--- config.mk ---
export PLATFORM = sky130hd
export DESIGN_NAME = nbci_top
export DESIGN_NICKNAME = d
export VERILOG_FILES = /design/src/nbci_pkg.sv /design/src/nbci_top.sv
export VERILOG_INCLUDE_DIRS = /design/src
export SDC_FILE = /design/constraint.sdc
export NUM_CORES = 1
export LEC_CHECK = 0
export ABC_AREA = 1
export BUFFER_PORTS_ARGS = -buffer_cell sky130_fd_sc_hd__buf_2
export CORE_MARGIN = 3
export CORE_UTILIZATION = 50
export DETAILED_ROUTE_END_ITERATION = 12
export PLACE_DENSITY_LB_ADDON = 0.15
export SLEW_MARGIN = 20
export SYNTH_ARGS = -nofsm -noshare
export SYNTH_HDL_FRONTEND = slang
export SYNTH_SLANG_ARGS = --single-unit
--- constraint.sdc ---
create_clock -name clk -period 3.95 [get_ports clk]
set_input_delay 0.9875 -clock clk [delete_from_list [all_inputs] [get_ports clk]]
set_output_delay 0.9875 -clock clk [all_outputs]
set_load 0.01 [all_outputs]
--- src/nbci_consts.svh ---
// constants of the nand bus command interface
`ifndef NBCI_CONSTS_SVH
`define NBCI_CONSTS_SVH
`define NBCI_CMD_READ_A 8'h00
`define NBCI_CMD_READ_B 8'h01
`define NBCI_CMD_READ_C 8'h50
`define NBCI_CMD_SIG 8'h90
`define NBCI_CMD_STATUS 8'h70
`define NBCI_CMD_PROG 8'h80
`define NBCI_CMD_PROG_CONF 8'h10
`define NBCI_CMD_COPYBACK 8'h8a
`define NBCI_CMD_ERASE 8'h60
`define NBCI_CMD_ERASE_CONF 8'hd0
`define NBCI_CMD_RESET 8'hff
`define NBCI_ADDR_CYCLES 3'h4
`define NBCI_ADDR_W 26
`define NBCI_HALF_BIT 8
`define NBCI_IO_W 16
`define NBCI_FIFO_DEPTH 4
`endif

--- src/nbci_pkg.sv ---
// types of the nand bus command interface
package nbci_pkg;
  typedef enum logic [2:0] {
    NBCI_OP_NONE,
    NBCI_OP_READ,
    NBCI_OP_PROG,
    NBCI_OP_ERASE,
    NBCI_OP_COPYBACK,
    NBCI_OP_SIG,
    NBCI_OP_STATUS,
    NBCI_OP_RESET
  } nbci_op_t;

  typedef struct packed {
    nbci_op_t op;
    logic spare_area;
    logic [25:0] addr;
  } nbci_req_t;

  typedef struct packed {
    logic ce_n;
    logic command_latch_enable;
    logic address_latch_enable;
    logic we_n;
    logic re_n;
  } nbci_ctl_t;
endpackage

--- src/nbci_top.sv ---
// nand bus command decoder, address assembly and data paths with input fifo
`include "nbci_consts.svh"

module nbci_fifo #(
  parameter int WIDTH = 16,
  parameter int DEPTH = 4
) (
  input wire logic clk,
  input wire logic nrst,
  input wire logic in_valid,
  output logic in_ready,
  input wire logic [WIDTH-1:0] in_data,
  output logic out_valid,
  input wire logic out_ready,
  output logic [WIDTH-1:0] out_data
);
  localparam int AW = $clog2(DEPTH);
  logic [WIDTH-1:0] mem [DEPTH];
  logic [AW-1:0] wr_ptr_r;
  logic [AW-1:0] rd_ptr_r;
  logic [AW:0] count_r;
  logic push;
  logic pop;

  assign in_ready = (count_r != (AW + 1)'(DEPTH));
  assign out_valid = (count_r != '0);
  assign out_data = mem[rd_ptr_r];
  assign push = in_valid & in_ready;
  assign pop = out_valid & out_ready;

  always_ff @(posedge clk)
  begin
    if (push)
      mem[wr_ptr_r] <= in_data;
  end

  always_ff @(posedge clk)
  begin
    if (!nrst)
    begin
      wr_ptr_r <= '0;
      rd_ptr_r <= '0;
      count_r <= '0;
    end
    else
    begin
      if (push)
        wr_ptr_r <= (wr_ptr_r == AW'(DEPTH - 1)) ? '0 : wr_ptr_r + 1'b1;
      if (pop)
        rd_ptr_r <= (rd_ptr_r == AW'(DEPTH - 1)) ? '0 : rd_ptr_r + 1'b1;
      count_r <= count_r + {{AW{1'b0}}, push} - {{AW{1'b0}}, pop};
    end
  end
endmodule

module nbci_top (
  input wire logic clk,
  input wire logic nrst,
  input wire logic wide_bus,
  input wire nbci_pkg::nbci_ctl_t ctl,
  input wire logic wp_n,
  input wire logic [15:0] io_in,
  output logic [15:0] io_out,
  output logic [15:0] io_oe,
  output logic busy_indicator_o,
  output logic busy_indicator_oe,
  input wire logic core_busy,
  output nbci_pkg::nbci_req_t req,
  output logic req_valid,
  output logic [15:0] din_data,
  output logic din_valid,
  input wire logic din_ready,
  input wire logic [15:0] dout_data,
  input wire logic dout_valid,
  output logic dout_ready
);
  typedef enum logic [1:0] {
    ST_IDLE,
    ST_ADDR,
    ST_DATA_IN,
    ST_DATA_OUT
  } nbci_state_t;

  nbci_state_t state_r;
  nbci_pkg::nbci_op_t pend_r;
  logic we_q_r;
  logic re_q_r;
  logic half_r;
  logic spare_r;
  logic cb_armed_r;
  logic [2:0] addr_cnt_r;
  logic [25:0] addr_r;
  logic [15:0] io_out_r;
  logic req_valid_r;
  nbci_pkg::nbci_req_t req_r;
  logic we_rise;
  logic re_fall;
  logic cmd_stb;
  logic addr_stb;
  logic data_stb;
  logic [7:0] cmd;
  logic addr_last;
  logic fifo_in_ready;
  logic [15:0] din_word;

  // strobes are sampled by the system clock; edges found by comparing with last sample
  assign we_rise = ctl.we_n & ~we_q_r;
  assign re_fall = ~ctl.re_n & re_q_r;
  // chip enable high masks every strobe, giving standby
  assign cmd_stb = we_rise & ~ctl.ce_n & ctl.command_latch_enable & ~ctl.address_latch_enable & ctl.re_n;
  assign addr_stb = we_rise & ~ctl.ce_n & ctl.address_latch_enable & ~ctl.command_latch_enable & ctl.re_n;
  assign data_stb = we_rise & ~ctl.ce_n & ~ctl.address_latch_enable & ~ctl.command_latch_enable & ctl.re_n
                    & (state_r == ST_DATA_IN);
  assign cmd = io_in[7:0];
  assign addr_last = addr_stb & (state_r == ST_ADDR) & (addr_cnt_r == `NBCI_ADDR_CYCLES - 3'h1);
  assign din_word = wide_bus ? io_in : {8'h00, io_in[7:0]};

  always_ff @(posedge clk)
  begin
    if (!nrst)
    begin
      we_q_r <= 1'b1;
      re_q_r <= 1'b1;
    end
    else
    begin
      // history parks at idle while deselected, so selecting with write strobe low makes no false edge; with read strobe low it makes a read fall
      we_q_r <= ctl.we_n | ctl.ce_n;
      re_q_r <= ctl.re_n | ctl.ce_n;
    end
  end

  // command decoder and sequence tracking
  always_ff @(posedge clk)
  begin
    if (!nrst)
    begin
      state_r <= ST_IDLE;
      pend_r <= nbci_pkg::NBCI_OP_NONE;
      half_r <= 1'b0;
      spare_r <= 1'b0;
      cb_armed_r <= 1'b0;
      req_valid_r <= 1'b0;
      req_r <= '0;
    end
    else
    begin
      req_valid_r <= 1'b0;
      if (cmd_stb)
      begin
        if (cmd == `NBCI_CMD_RESET)
        begin
          state_r <= ST_IDLE;
          pend_r <= nbci_pkg::NBCI_OP_NONE;
          half_r <= 1'b0;
          spare_r <= 1'b0;
          cb_armed_r <= 1'b0;
          req_valid_r <= 1'b1;
          req_r <= '{op: nbci_pkg::NBCI_OP_RESET, spare_area: 1'b0, addr: '0};
        end
        else if (cmd == `NBCI_CMD_STATUS)
        begin
          state_r <= ST_DATA_OUT;
          req_valid_r <= 1'b1;
          req_r <= '{op: nbci_pkg::NBCI_OP_STATUS, spare_area: spare_r, addr: addr_r};
        end
        else if (!core_busy)
        begin
          case (cmd)
            `NBCI_CMD_READ_A:
            begin
              half_r <= 1'b0;
              spare_r <= 1'b0;
              pend_r <= nbci_pkg::NBCI_OP_READ;
              state_r <= ST_ADDR;
            end
            `NBCI_CMD_READ_B:
            begin
              if (!wide_bus)
              begin
                half_r <= 1'b1;
                spare_r <= 1'b0;
                pend_r <= nbci_pkg::NBCI_OP_READ;
                state_r <= ST_ADDR;
              end
            end
            `NBCI_CMD_READ_C:
            begin
              spare_r <= 1'b1;
              half_r <= 1'b0;
              pend_r <= nbci_pkg::NBCI_OP_READ;
              state_r <= ST_ADDR;
            end
            `NBCI_CMD_SIG:
            begin
              state_r <= ST_DATA_OUT;
              req_valid_r <= 1'b1;
              req_r <= '{op: nbci_pkg::NBCI_OP_SIG, spare_area: 1'b0, addr: '0};
            end
            `NBCI_CMD_PROG:
            begin
              pend_r <= nbci_pkg::NBCI_OP_PROG;
              state_r <= ST_ADDR;
            end
            `NBCI_CMD_ERASE:
            begin
              pend_r <= nbci_pkg::NBCI_OP_ERASE;
              state_r <= ST_ADDR;
            end
            `NBCI_CMD_COPYBACK:
            begin
              if (cb_armed_r)
              begin
                pend_r <= nbci_pkg::NBCI_OP_COPYBACK;
                state_r <= ST_ADDR;
              end
            end
            `NBCI_CMD_PROG_CONF:
            begin
              // a trailing confirm after copy back is taken and does nothing
              if (pend_r == nbci_pkg::NBCI_OP_PROG && state_r == ST_DATA_IN && wp_n)
              begin
                req_valid_r <= 1'b1;
                req_r <= '{op: nbci_pkg::NBCI_OP_PROG, spare_area: spare_r, addr: addr_r};
                half_r <= 1'b0;
              end
              pend_r <= nbci_pkg::NBCI_OP_NONE;
              state_r <= ST_IDLE;
            end
            `NBCI_CMD_ERASE_CONF:
            begin
              if (pend_r == nbci_pkg::NBCI_OP_ERASE && wp_n)
              begin
                req_valid_r <= 1'b1;
                req_r <= '{op: nbci_pkg::NBCI_OP_ERASE, spare_area: 1'b0, addr: addr_r};
              end
              pend_r <= nbci_pkg::NBCI_OP_NONE;
              state_r <= ST_IDLE;
            end
            default:
            begin
              state_r <= state_r;
            end
          endcase
          if (cmd != `NBCI_CMD_READ_A)
            cb_armed_r <= 1'b0;
        end
      end
      else if (addr_last)
      begin
        case (pend_r)
          nbci_pkg::NBCI_OP_READ:
          begin
            req_valid_r <= 1'b1;
            req_r <= '{op: nbci_pkg::NBCI_OP_READ, spare_area: spare_r, addr: {io_in[0], addr_r[24:0]}};
            half_r <= 1'b0;
            cb_armed_r <= 1'b1;
            state_r <= ST_DATA_OUT;
          end
          nbci_pkg::NBCI_OP_PROG:
          begin
            state_r <= ST_DATA_IN;
          end
          nbci_pkg::NBCI_OP_COPYBACK:
          begin
            if (wp_n)
            begin
              req_valid_r <= 1'b1;
              req_r <= '{op: nbci_pkg::NBCI_OP_COPYBACK, spare_area: 1'b0, addr: {io_in[0], addr_r[24:0]}};
            end
            cb_armed_r <= 1'b0;
            pend_r <= nbci_pkg::NBCI_OP_NONE;
            state_r <= ST_IDLE;
          end
          default:
          begin
            state_r <= ST_ADDR; // erase waits for its confirm
          end
        endcase
      end
    end
  end

  // address assembly; a fifth or later cycle leaves everything unchanged
  always_ff @(posedge clk)
  begin
    if (!nrst)
    begin
      addr_cnt_r <= 3'h0;
      addr_r <= '0;
    end
    else if (cmd_stb)
      addr_cnt_r <= 3'h0;
    else if (addr_stb && state_r == ST_ADDR && addr_cnt_r < `NBCI_ADDR_CYCLES)
    begin
      addr_cnt_r <= addr_cnt_r + 3'h1;
      case (addr_cnt_r)
        3'h0: addr_r[7:0] <= io_in[7:0];
        3'h1: addr_r[16:9] <= io_in[7:0];
        3'h2: addr_r[24:17] <= io_in[7:0];
        3'h3: addr_r[25] <= io_in[0];
        default: addr_r <= addr_r;
      endcase
      addr_r[`NBCI_HALF_BIT] <= half_r & ~wide_bus;
    end
  end

  nbci_fifo #(
    .WIDTH(`NBCI_IO_W),
    .DEPTH(`NBCI_FIFO_DEPTH)
  ) u_din_fifo (
    .clk(clk),
    .nrst(nrst),
    .in_valid(data_stb),
    .in_ready(fifo_in_ready),
    .in_data(din_word),
    .out_valid(din_valid),
    .out_ready(din_ready),
    .out_data(din_data)
  );

  // a strobe cannot be stalled, so a full fifo shows busy to make the host wait
  assign busy_indicator_o = 1'b0;
  assign busy_indicator_oe = core_busy | ~fifo_in_ready;

  // each read falling edge in data output, with both latch enables low, takes the next word from the core
  assign dout_ready = re_fall & ~ctl.ce_n & ~ctl.address_latch_enable & ~ctl.command_latch_enable
                      & ctl.we_n & (state_r == ST_DATA_OUT);

  always_ff @(posedge clk)
  begin
    if (!nrst)
      io_out_r <= 16'h0000;
    else if (dout_ready)
      io_out_r <= dout_valid ? (wide_bus ? dout_data : {8'h00, dout_data[7:0]}) : 16'h0000;
  end

  assign io_out = io_out_r;
  assign io_oe = {16{~ctl.ce_n & ~ctl.address_latch_enable & ~ctl.command_latch_enable & ctl.we_n
                     & (state_r == ST_DATA_OUT)}};
  assign req = req_r;
  assign req_valid = req_valid_r;

  AST_OE_DOUT_ONLY: assert property (@(posedge clk) disable iff (!nrst)
    io_oe[0] |-> state_r == ST_DATA_OUT && !ctl.command_latch_enable && !ctl.address_latch_enable)
    else $error("io driven outside data output");
  AST_OE_WE_HIGH: assert property (@(posedge clk) disable iff (!nrst)
    io_oe[15] |-> ctl.we_n && io_oe == {16{1'b1}})
    else $error("io driven while write strobe low");
  AST_STANDBY: assert property (@(posedge clk) disable iff (!nrst)
    ctl.ce_n |-> io_oe == 16'h0000 && !dout_ready && !data_stb)
    else $error("activity while deselected");
  AST_WP_REFUSE: assert property (@(posedge clk) disable iff (!nrst)
    req_valid && (req.op == nbci_pkg::NBCI_OP_PROG || req.op == nbci_pkg::NBCI_OP_ERASE) |-> $past(wp_n))
    else $error("program or erase issued under write guard");
  AST_CMD_COND: assert property (@(posedge clk) disable iff (!nrst)
    cmd_stb |-> $past(ctl.we_n) == 1'b0 && !ctl.address_latch_enable && !ctl.ce_n)
    else $error("command latched in wrong bus state");
  AST_ADDR_SAT: assert property (@(posedge clk) disable iff (!nrst)
    addr_cnt_r == 3'h4 && addr_stb && !cmd_stb |=> addr_r == $past(addr_r) && addr_cnt_r == 3'h4)
    else $error("extra address cycle changed the address");
  AST_BUSY_FILTER: assert property (@(posedge clk) disable iff (!nrst)
    req_valid && $past(core_busy) |-> req.op == nbci_pkg::NBCI_OP_STATUS || req.op == nbci_pkg::NBCI_OP_RESET)
    else $error("command accepted while busy");
  AST_HALF_ONCE: assert property (@(posedge clk) disable iff (!nrst)
    req_valid && req.op == nbci_pkg::NBCI_OP_READ |-> !half_r)
    else $error("second half pointer not reverted");
  AST_RESET_PTR: assert property (@(posedge clk) disable iff (!nrst)
    req_valid && req.op == nbci_pkg::NBCI_OP_RESET |-> !half_r && !spare_r && state_r == ST_IDLE)
    else $error("reset left pointer off first half");
  AST_WIDE_NO_B: assert property (@(posedge clk) disable iff (!nrst)
    cmd_stb && wide_bus && cmd == `NBCI_CMD_READ_B |=> !half_r)
    else $error("wide part took second half pointer");
  AST_READ_AFTER_FOUR: assert property (@(posedge clk) disable iff (!nrst)
    req_valid && req.op == nbci_pkg::NBCI_OP_READ |-> $past(addr_cnt_r) == 3'h3)
    else $error("read issued without four address cycles");

  COV_PROG: cover property (@(posedge clk) disable iff (!nrst) req_valid && req.op == nbci_pkg::NBCI_OP_PROG);
  COV_ERASE: cover property (@(posedge clk) disable iff (!nrst) req_valid && req.op == nbci_pkg::NBCI_OP_ERASE);
  COV_READ_OUT: cover property (@(posedge clk) disable iff (!nrst) dout_ready && dout_valid);
  COV_FIFO_FULL: cover property (@(posedge clk) disable iff (!nrst) !fifo_in_ready);
endmodule

## Word-level counts from Yosys, hierarchy flattened

Memories as Yosys holds them, arrays and structs flattened. A register that Yosys moved wholly into a read port is not among the register bits.
Index checks and enable logic that the tools add are counted.
Widths: inputs -> output; s select.

- Word-level logic and storage cells: 206
- Bits of input ports: 44
- Bits in registers: 93
- Memory bits (writable): 64
- Memories kept: 1

Memories:

| name | depth | width | read ports | clocked after Yosys merged registers in | write ports | RTL line | RTL |
|---|---|---|---|---|---|---|---|
| u_din_fifo.mem | 4 | 16 | 1 | 1 | 1 | nbci_top.sv:18 | `logic [WIDTH-1:0] mem [DEPTH];` |

- Reduce and logical (&&, ||, !) cells: 29
- Bitwise logic cells: 39
- Magnitude comparators: 1
- Add/subtract/negate cells: 5
- Equality and inequality tests: 42
- Multiplexer cells: 68

Operators with widths:

| cell | count |
|---|---|
| $mux 30 | 8 |
| $pmux 30 s3 | 1 |
| $pmux 30 s2 | 1 |
| $mux 16 | 3 |
| $eq 8x8->1 const B | 5 |
| $mux 1 | 28 |
| $and 1x1->1 | 27 |
| $eq 8x7->1 const B | 3 |
| $mux 3 | 8 |
| $mux 2 | 11 |
| $reduce_and 7->1 | 3 |
| $ne 5x5->1 const B | 4 |
| $pmux 3 s6 | 1 |
| $ne 8x3->1 const B | 2 |
| $reduce_and 5->1 | 3 |
| $eq 3x2->1 const B | 4 |
| $ne 3x3->1 const B | 4 |
| $ne 4x4->1 const B | 3 |
| $reduce_and 3->1 | 4 |
| $pmux 2 s5 | 1 |
| $not 1->1 | 9 |
| $pmux 1 s3 | 3 |
| $eq 2x2->1 const B | 4 |
| $eq 8x1->1 const B | 1 |
| other kinds (29) | 43 |

## Longest topological paths before layout

- Word-level depth: 10
- Depth in mapped cells: 13
- Mapped depth without buffers: 12

## Cells and area by module

Synthesis repeated with hierarchy kept, for this count alone.

- Cell total of the unflattened synthesis: 895
- Area, all modules: 7196.9 um^2

By module, submodules not included:

| module | sequential area each (um^2) | cells an instance | times used | area an instance (um^2) |
|---|---|---|---|---|
| nbci_top | 1721.7 | 673 | 1 | 4339.2 |
| nbci_fifo | 2102.0 | 222 | 1 | 2857.7 |

## Worst setup path after synthesis

No wires, ideal clock.

- Kind: input port to output port
- Start point: in ctl[4] (netlist name)
- End point: out dout_ready
- Stages on the path: 4
- Required time: 2.963 ns
- Arrival: 2.646 ns
- Path buffers: 1
- Path slack: 0.317 ns
- Cells stage by stage: nor4_2 -> nand3_2 -> inv_2 -> buf_6

- Word-level cells in the longest chain between the ends: 6

RTL lines:

| item | RTL line | RTL |
|---|---|---|
| from (decl) | nbci_top.sv:60 | `input wire nbci_pkg::nbci_ctl_t ctl,` |
| $not 1->1 | nbci_top.sv:327 | `assign dout_ready = re_fall & ~ctl.ce_n & ~ctl.address_latch_enable & ~ctl.command_latch_enable` |
| $and 1x1->1 (3 in series) | nbci_top.sv:327 |  |
| $and 1x1->1 (2 in series) | nbci_top.sv:328 | `& ctl.we_n & (state_r == ST_DATA_OUT);` |
| to (decl) | nbci_top.sv:75 | `output logic dout_ready` |

Every way passes these cells.

## Worst setup path in the final report

Same ends and word-level chain as after synthesis.

==> metrics <==
status finished clean; IO Pins between 100 and 150; number of DRC markers in iteration 0 around 350; worst-path fanout max 17; die area ~16000 µm²; port buffer count between 100 and 150; clk slew on worst S/H paths 0.05 ns; Core Area approximately 14000 µm²; R2R depth 10; CTS tree yes; Min Hold Slack roughly 0.47 ns; area of the mapped netlist about 7100 µm²; Clock Sinks between 150 and 200; area grow syn2layout 16.8%; WS Path Type primary input to output port; cts repair resizes 0; hpwl dp 10500 µm; min-delay src req[21]; Die Height approximately 130 µm; fin. max-slew vios 0; Syn Inst Count about 850; Min-Delay Path Class flip-flop to flip-flop; CP Launch Type primary input; slew margin rel. 0.510; clk_skew 0.0138 ns; setup TNS 0 ns; Critical R2R Capture req[24]; Reg-to-Reg Start we_q_r; Final period util 0.787; fillers between 1000 and 1500; Critical Path Sink Type output port; starting density of the core 0.513; largest net degree at the start of global routing 70; Post-CTS Hold Fix Bufs 0; Max-Cap Viols 0; P per Cell Area about 480 nW/µm²; Synth area leader edfxtp_1; Lkg Pwr around 3.7 nW; Routed WL between 15000 and 20000 µm; DR vias/cell approximately 5.0; clk_lat worst skew ~0.42 ns; Seq/Total Area, Yosys 0.535; Final Hold Fails 0; fmax approximately 320 MHz; Setup Viol. Count Final 0; depth of the CTS H-tree 4; Synth Register Bits 159; CP arrival approximately 2.1 ns; layout cells sized above 1 0.205; std cell rows 43; RSZ-0062 raised after global routing no; setup bufs post-CTS 0; drt first pass iters 5; antenna-violating nets left 0; first-pass GRT wire length around 25000 µm; Tmin final ~3.1 ns; CP required about 3 ns; R2R setup slack approximately 1.9 ns; DR WL/cell ~13 µm; CTS root buffer clkbuf_16; Yosys top cell area share 0.269; TritonCTS Buffers 17; GPL Wtd Cong about 0.9; antenna violations before repair 0; Die W 126 µm; syn_nets 902; GRT Residual Overflow 0; Total Nets Final ~1000; vias in the first global route between 5000 and 6000; Total Routing Usage GR 0.198; synth warn 0; Longest Clk Path Bufs 2; worst vdd ir roughly 260 µV; WHS Path Cells 2; DRC Markers 0; top cells by area, synth edfxtp_1 27%, dfxtp_1 27%, nor2_1 9.3%; antenna cells 0; actual slew at the worst max-slew pin approximately 0.73 ns; vias 5702; post-synth cell types 40; syn avg cell area ~8.5 µm²; hold endpoint req[21]
[power by group]
group,internal (mW),switching (mW)
Combinational,0.224,0.404
Sequential,1.74,0.0190
Clock,0.987,0.617
Total,2.95,1.04
[cells in the final DEF (no fill, tap or decap), drive strengths merged]
| cell | instances |
|---|---|
| nor2 | 189 |
| dfxtp | 95 |
| nand3b | 2 |
| bufinv | 3 |
| xor2 | 1 |
| inv | 103 |
| o21a | 2 |
| ha | 12 |
| nand3 | 30 |
| edfxtp | 64 |
| a211oi | 2 |
| nor3 | 20 |
| clkinv | 3 |
| o2111a | 1 |
| fa | 1 |
| conb | 1 |
| clkinvlp | 3 |
| buf | 135 |
| a21boi | 1 |
| nor4 | 2 |
| a22oi | 1 |
| nand2 | 106 |
| o21ai | 86 |
| o211a | 1 |
| o22ai | 16 |
| a21oi | 60 |
| nand4 | 4 |
| clkbuf | 20 |
[flip-flops by register name, indices dropped and copies added, names as in the netlist, 3 cells and up, named ones only]
signal and cells:
req 30, addr_r 26, pend_r 3, io_out 16, addr_cnt_r 3, u_din_fifo.mem 64, u_din_fifo.count_r 3
[worst max-delay path, cell delays in order]
cell and delay, ns:
buf_2 0.13, nor4_2 0.26, buf_4 0.21, nand3_2 0.09
inv_2 0.24, buf_2 0.19
[how the worst max path moves through the flow]
stage / cells after the start / end / from / slack (ns)
after global routing: 6 / din_data[14] / flip-flop / 0.72
after floorplan: 4 / dout_ready / ctl[4] / 0.32
after global placement: 6 / dout_ready / ctl[4] / 0.84
after CTS: 6 / dout_ready / ctl[4] / 0.82
after detailed placement: 6 / dout_ready / ctl[4] / 0.83
final: 6 / dout_ready / ctl[4] / 0.84
[final cells by class]
cell class / count / area [µm²] / share of cell area
clock buffers: 20 / 437 / 0.0523
clock inverters: 11 / 140 / 0.0168
inverters: 101 / 382 / 0.0457
multi-input cells: 538 / 2650 / 0.317
flip-flops and latches: 159 / 3820 / 0.458
well taps: 180 / 225 / 0.0270
repair buffers: 135 / 701 / 0.0839
[routing by layer]
layer	up-vias	global-route usage	routed length, µm
li1	2963	-	-
met1	2600	0.273	7280
met2	125	0.312	7200
met3	14	0.0487	662
met4	0	0.0606	171
met5	-	0	0
[per-stage QoR]
step	setup slack (ns)	area, µm²	instances	total power, mW	utilization
final	0.842	8350	1144	3.99	0.599
after floorplan	0.317	7150	845	2.18	-
after CTS	0.824	8350	1144	4.02	0.599
after global placement	0.842	7780	1113	2.42	0.558
after detailed placement	0.826	7780	1113	2.42	0.558
after global routing	0.722	8350	1144	4.19	0.599
[synthesized netlist by cell type]
master,number
o211a_1,1
nand2_1,95
nor2_8,1
nand3_2,3
nor2_2,6
conb_1,1
inv_1,91
o21a_1,2
nand2_4,4
buf_6,6
nor4_2,1
o2111a_1,1
nor2_1,178
nand3b_1,2
inv_2,9
buf_4,20
nand3_1,27
a21boi_0,1
o21ai_0,65
edfxtp_1,64
nor3_1,19
nor3_4,1
nor4_1,1
xor2_1,1
a21oi_1,60
nand4_1,4
buf_1,1
o22ai_1,16
fa_1,1
nand2_8,1
dfxtp_1,95
inv_4,1
buf_2,2
clkbuf_1,18
nor2_4,4
a22oi_1,1
a211oi_1,2
nand2_2,6
ha_1,12
o21ai_1,21
[kinds of logic after synthesis]
logic type,share of synthesized area
and+or+nand+nor,0.219
AOI/OAI and AO/OA,0.125
DFF,0.535
buffers and inverters,0.0952
adders and majority gates,0.0238
xor gates and xnor gates,0.00123
other,0.000525
Note: power is estimated with default switching activity, not from simulation.
